[config.mk]
export PLATFORM = sky130hd
export DESIGN_NAME = clkgen_status_regs
export DESIGN_NICKNAME = d
export VERILOG_FILES = /design/src/clkgen_status_regs.v /design/src/reg_word.v
export VERILOG_INCLUDE_DIRS = /design/src /design/src/src
export SDC_FILE = /design/constraint.sdc
export NUM_CORES = 1
export LEC_CHECK = 0
export BUFFER_PORTS_ARGS = -buffer_cell sky130_fd_sc_hd__buf_4
export CORE_MARGIN = 3
export CORE_UTILIZATION = 53
export CTS_CLUSTER_DIAMETER = 200
export DETAILED_ROUTE_END_ITERATION = 10
export GPL_ROUTABILITY_DRIVEN = 0
export PLACE_DENSITY = 0.84
export SYNTH_ARGS = -nofsm -noshare
export SYNTH_HDL_FRONTEND = slang
export SYNTH_HIERARCHICAL = 1
export SYNTH_SLANG_ARGS = --single-unit
[constraint.sdc]
create_clock -name clk_i -period 4.57 [get_ports clk_i]
set_clock_uncertainty 0.1 [all_clocks]
set_input_delay 0.457 -clock clk_i [delete_from_list [all_inputs] [get_ports clk_i]]
set_output_delay 0.457 -clock clk_i [all_outputs]
set_load 0.005 [all_outputs]
[src/clkgen_regs_defines.vh]
// register offsets, field positions and reset values of the clock generator status-control slice
`ifndef CLKGEN_REGS_DEFINES_VH
`define CLKGEN_REGS_DEFINES_VH
`define ADDR_W             8
`define DATA_W             16
`define OFF_STATUS_CONTROL 8'h0a
`define OFF_AUX_SPARE      8'h0b
`define RST_STATUS_CONTROL 16'h0010
`define RST_AUX_SPARE      16'h0000
`define BIT_GAIN_CAL_EN    15
`define FLD_REV_HI         14
`define FLD_REV_LO         11
`define BIT_CLK_READY      10
`define BIT_CRC_ERROR      9
`define BIT_REFCTL_PIN     8
`define BIT_SEL1_PIN       7
`define BIT_SEL0_PIN       6
`define BIT_FMT_PIN        5
`define BIT_IDLE_SEL       4
`define BIT_PDN            1
`define BIT_CALMODE        0
`define FLD_SPARE_HI       8
`define FLD_SPARE_LO       1
`define SPARE_W            8
`define REV_W              4
`define RW_MASK_STATUS     16'h801a
`define RW_MASK_AUX        16'hffff
`define RST_RDATA          16'h0000
`define UNMAPPED_RDATA     16'h0000
`define RST_SPARE_BYTE     8'h00
`define RST_BIT            1'b0
`endif

[src/clkgen_status_regs.v]
// status-control and auxiliary register slice of a programmable clock generator
//
// Notes on behaviour
// - bit 15 set: calibrate gain at power-up
// - bit 10 reports clock ready; pin mirrors it
// - bit 9 flags fuse programming checksum error
// - bit 8 reads reference control pin level
// - bit 7 reads select1/data pin level
// - bit 6 reads select0/clock pin level
// - bit 5 reads format/address pin level
// - idle select one (reset): mute, stay powered
// - bit 1 forces analog power-down
// - auxiliary bits 8:1 are spare read-write byte
// - aux bit 0 gates unused dividers in calibration
`include "clkgen_regs_defines.vh"
`default_nettype none
module clkgen_status_regs #(
  parameter [3:0] REVISION = 4'h3  // arbitrary neutral revision value
) (
  input  wire                clk_i,
  input  wire                rst_i,
  input  wire                wr_en_i,
  input  wire                rd_en_i,
  input  wire [`ADDR_W-1:0]  addr_i,
  input  wire [`DATA_W-1:0]  wdata_i,
  output reg  [`DATA_W-1:0]  rdata_o,
  output wire                addr_hit_o,
  input  wire                clk_ready_i,
  input  wire                crc_error_i,
  input  wire                refctl_is_ready_out_i,
  input  wire                refctl_pin_i,
  input  wire                config_select_bit1_pin_i,
  input  wire                config_select_bit0_pin_i,
  input  wire                format_address_pin_i,
  input  wire                out0_enable_i,
  input  wire                out1_enable_i,
  input  wire                calib_active_i,
  output wire                refctl_pin_o,
  output wire                refctl_pin_oe_o,
  output reg                 powerup_gain_calib_enable_o,
  output reg                 analog_powerdown_o,
  output reg                 outputs_muted_o,
  output reg                 low_power_idle_o,
  output reg                 unused_divider_disable_o,
  output reg [`SPARE_W-1:0]  spare_byte_o
);
  // =====================================================
  // address decode
  // the same compare serves both words, so it lives in one function;
  // decode is purely combinational and settles within the cycle in
  // which the strobe is presented
  // addr_hit_o lets the bus front end answer only for offsets that
  // this slice owns; every other offset belongs to another slice
  function is_addr;
    input [`ADDR_W-1:0] a;
    input [`ADDR_W-1:0] off;
    begin
      is_addr = (a == off);
    end
  endfunction

  wire sel_status = is_addr(addr_i, `OFF_STATUS_CONTROL);
  wire sel_aux    = is_addr(addr_i, `OFF_AUX_SPARE);
  assign addr_hit_o = sel_status | sel_aux;

  // =====================================================
  // writable storage
  // both words share one storage module; the write mask keeps the
  // hardware-owned bits at their reset value inside the storage, so
  // a host write of all ones cannot leave a stale copy of a status bit
  // reserved bit 3 stays stored as plain read-write, while bits 2 and 0
  // are masked off and always read zero
  wire [`DATA_W-1:0] status_q;
  wire [`DATA_W-1:0] aux_q;

  // only bits 15, 4, 3, 1 of the status word are stored
  reg_word #(
    .RESET_VAL (`RST_STATUS_CONTROL),
    .WR_MASK   (`RW_MASK_STATUS)
  ) u_status (
    .clk_i   (clk_i),
    .rst_i   (rst_i),
    .we_i    (wr_en_i & sel_status),
    .wdata_i (wdata_i),
    .q_o     (status_q)
  );

  // whole auxiliary word is plain read-write
  reg_word #(
    .RESET_VAL (`RST_AUX_SPARE),
    .WR_MASK   (`RW_MASK_AUX)
  ) u_aux (
    .clk_i   (clk_i),
    .rst_i   (rst_i),
    .we_i    (wr_en_i & sel_aux),
    .wdata_i (wdata_i),
    .q_o     (aux_q)
  );

  // =====================================================
  // live status view, read-only bits come from hardware
  // pin levels are taken as already synchronous to clk_i; a pin that
  // toggles right at a read edge shows either level, never a glitch,
  // because the read data is captured in a register below
  // the revision field is a constant of the build, not stored state
  reg [`DATA_W-1:0] status_view;
  always @*
  begin
    status_view = status_q;
    status_view[`FLD_REV_HI:`FLD_REV_LO] = REVISION;
    status_view[`BIT_CLK_READY]  = clk_ready_i;
    status_view[`BIT_CRC_ERROR]  = crc_error_i;
    status_view[`BIT_REFCTL_PIN] = refctl_pin_i;
    status_view[`BIT_SEL1_PIN]   = config_select_bit1_pin_i;
    status_view[`BIT_SEL0_PIN]   = config_select_bit0_pin_i;
    status_view[`BIT_FMT_PIN]    = format_address_pin_i;
  end

  // =====================================================
  // read data, registered; unmapped offsets read zero
  // read data holds until the next read so a slow serial front end can
  // shift it out at leisure; a read in the cycle of a write returns the
  // old word, since storage updates on the same edge
  always @(posedge clk_i)
  begin
    if (rst_i)
      rdata_o <= `RST_RDATA;
    else if (rd_en_i)
      rdata_o <= sel_status ? status_view : (sel_aux ? aux_q : `UNMAPPED_RDATA);
  end

  // =====================================================
  // reference control pin mirrors clock-ready when configured so
  // the pin value is driven all the time; only the enable decides
  // whether it reaches the pad, so switching the pin function cannot
  // produce a short pulse of a stale level
  assign refctl_pin_o    = clk_ready_i;
  assign refctl_pin_oe_o = refctl_is_ready_out_i;

  // =====================================================
  // control outputs toward the rest of the unit
  // every control is registered so the analog side never sees a glitch
  // from the address decode; the cost is one cycle of extra latency
  wire both_off = ~out0_enable_i & ~out1_enable_i;

  // calibration request follows the stored enable bit; the power-up
  // sequencer samples it, so a late write acts on the next power-up
  always @(posedge clk_i)
  begin
    if (rst_i)
      powerup_gain_calib_enable_o <= `RST_BIT;
    else
      powerup_gain_calib_enable_o <= status_q[`BIT_GAIN_CAL_EN];
  end

  // forced analog power-down; downstream it overrides every other control
  always @(posedge clk_i)
  begin
    if (rst_i)
      analog_powerdown_o <= `RST_BIT;
    else
      analog_powerdown_o <= status_q[`BIT_PDN];
  end

  // muting follows the two enables whatever the idle select says
  always @(posedge clk_i)
  begin
    if (rst_i)
      outputs_muted_o <= `RST_BIT;
    else
      outputs_muted_o <= both_off;
  end

  // low power only when idle select is zero; one keeps analog alive,
  // trading idle current for a quick restart of the clocks
  always @(posedge clk_i)
  begin
    if (rst_i)
      low_power_idle_o <= `RST_BIT;
    else
      low_power_idle_o <= both_off & ~status_q[`BIT_IDLE_SEL];
  end

  // divider gating only matters while calibration runs
  always @(posedge clk_i)
  begin
    if (rst_i)
      unused_divider_disable_o <= `RST_BIT;
    else
      unused_divider_disable_o <= calib_active_i & aux_q[`BIT_CALMODE];
  end

  // spare byte has no function inside the unit; it is exported only so
  // firmware markers can be probed from outside
  always @(posedge clk_i)
  begin
    if (rst_i)
      spare_byte_o <= `RST_SPARE_BYTE;
    else
      spare_byte_o <= aux_q[`FLD_SPARE_HI:`FLD_SPARE_LO];
  end
endmodule
`default_nettype wire

[src/reg_word.v]
// one 16-bit storage word with per-bit write mask and registered value
`default_nettype none
module reg_word #(
  parameter [15:0] RESET_VAL = 16'h0000,
  parameter [15:0] WR_MASK   = 16'hffff
) (
  input  wire        clk_i,
  input  wire        rst_i,
  input  wire        we_i,
  input  wire [15:0] wdata_i,
  output reg  [15:0] q_o
);
  // =====================================================
  // storage
  // masked bits keep their reset value, so writes cannot disturb them
  always @(posedge clk_i)
  begin
    if (rst_i)
      q_o <= RESET_VAL;
    else if (we_i)
      q_o <= (wdata_i & WR_MASK) | (q_o & ~WR_MASK);
  end
endmodule
`default_nettype wire

==> flow_summary.toml <==
[run]
drv_cap = 0

[die]
rows = 21
die_w_um = 66.9
io_pins = 70
core_um2 = 3470
die_h_um = 66.9
start_util_pct = 56.7
die_area_um2 = 4480

[critical_path]
end_kind = "flop"
required_ns = 4.64
path_max_fanout = 18
critPathSlowestCell = "and3_1"
slowest_delay_ns = 0.83
path_cells = "buf_4 -> nor4b_4 -> nand3_4 -> inv_1 -> and3_1 -> mux2i_1 -> nor2_1"
cp-start-kind = "input pin"
crit_type = "input pin to flop"
cp_data_arrival_time_ns = 2.45

[sta]
slew_headroom_pct = 33.4
fin_crit_sh_pct = 52.0
totalNegativeSetupSlack_ns = 0
timing.final.hold_violations = 0
fin_crit_ns = 2.38
worstMarginPinSlew_ns = 0.999
max_freq_ghz = 0.421
finalSetupViolations = 0
maxSlewViolCount = 0
rsz0062_at_grt = "false"

[cts]
post_cts_buffers = 0
tritoncts = "yes"
cts_resized = 0
clk-insertion-delay-late_ns = 0.30
numClockSinks = 49
clock-root-buffer = "clkbuf_8"
clk_pin_slew_ns = 0.08
htree_levels = 2
cts_made_buffers = 5
cts_buffer_depth = 2
holdBufCountCts = 0

[synthesis]
syn_avg_cell_area_um2 = 11.1
yosys_warnings = 6
synthCells = 177
netlist_area_um2 = 1970

[route]
wl_um = 3870
route.antenna.remaining_nets = 0
vias_per_cell = 4.97
wl_per_cell_um = 13.7
drc_errors = 0
dr.pass1.iters = 4
via_count = 1401
drt_iter0_drc = 92

[pwr]
power.leakage_nw = 1.03
powerDensity_nw_per_um2 = 315
fin_total_pwr_uw = 796
ir_drop_mv = 0.276

[grt]
grt_use_total_pct = 18.1
grt_overflow = 0
grt_max_degree = 52
antenna_found_initial = 0
top_usage_layer = "met2"
grt_pass1_vias = 1344
met2_usage_pct = 28.5
grt_pass1_wl_um = 6020
met1_usage_pct = 22.6
grt.met3_usage_pct = 4.55

[layout]
drive_gt1_share_pct = 35.6
finalNetCount = 273
syn_to_final_growth_pct = 28.5
final_area_um2 = 2530
postLayoutCoreUtil_pct = 72.9
num-fill-cells = 263
antenna_cells = 0

[min_path]
hold_path_class = "input pin to flop"

[placement]
io_buffer_count = 67
dp_hpwl_um = 2650
place_area_um2 = 2410

[outcome]
status = "finished, final reports clean"
==> stage by stage <==
step | setup WS (ns) | instances | hold slack [ns]
6_report | 2.19 | 282 | 0.215
5_1_grt | 2.03 | 282 | 0.205
4_1_cts | 2.18 | 282 | 0.206
3_5_place_dp | 1.86 | 274 | 0.343
3_3_place_gp | 1.90 | 274 | 0.339
2_1_floorplan | 2.66 | 178 | 0.310
==> layout by cell type, fill, tap and decap left out, drive strengths merged, types with 2 or more instances in the layout <==
master,count
dfxtp,49
nand2b,15
conb,2
buf,67
nand2,3
o32ai,14
clkbuf,7
o21ai,2
nor2b,13
nor2,22
mux2i,31
nand4b,2
==> worst max-delay path: cells and delay by family <==
kind	cells	cell delay, ns
and+or+nand+nor	4	1.46
muxes	1	0.27
buffers and inverters	2	0.25
==> sequential cells by signal, summed over array words and instances (netlist names) <==
signal / count
rdata_o: 16
u_aux/q_o: 16
spare_byte_o: 8
u_status/q_o: 4
analog_powerdown_o: 1
low_power_idle_o: 1
outputs_muted_o: 1
powerup_gain_calib_enable_o: 1
unused_divider_disable_o: 1
==> cell type report <==
cell class	count	area [µm²]	share of cell area [%]
repair buffers	67	503	19.9
flip-flops and latches	49	981	38.8
multi-input cells	111	867	34.3
clock inverters	1	30.0	1.19
well taps	46	57.6	2.28
clock buffers	7	86.3	3.41
inverters	1	3.75	0.148
==> power breakdown <==
group          switching, mW  leakage, nW  total (mW)  internal (mW)
logic                 0.0247        0.573      0.0543         0.0297
registers           0.000281        0.395       0.427          0.427
clock network          0.136       0.0585       0.314          0.178
total                  0.161         1.03       0.796          0.635
==> layer usage <==
metal	routed length, µm	part of all wire (%)
met5	0	0
met4	65	1.7
met3	214	5.5
met2	1850	48
met1	1740	45
==> worst paths after layout <==
| kind | start | to | slack, ns | cells past startpoint |
|---|---|---|---|---|
| setup / recovery | addr_i[7] | u_aux/q_o[10] | 2.19 | 7 |
| hold / removal | out0_enable_i | outputs_muted_o | 0.21 | 2 |
| setup reg to reg | u_status/q_o[4] | u_status/q_o[4] | 3.66 | 2 |
| hold reg to reg | u_status/q_o[4] | low_power_idle_o | 0.35 | 1 |
No activity file was read; power rests on OpenSTA's default activity.
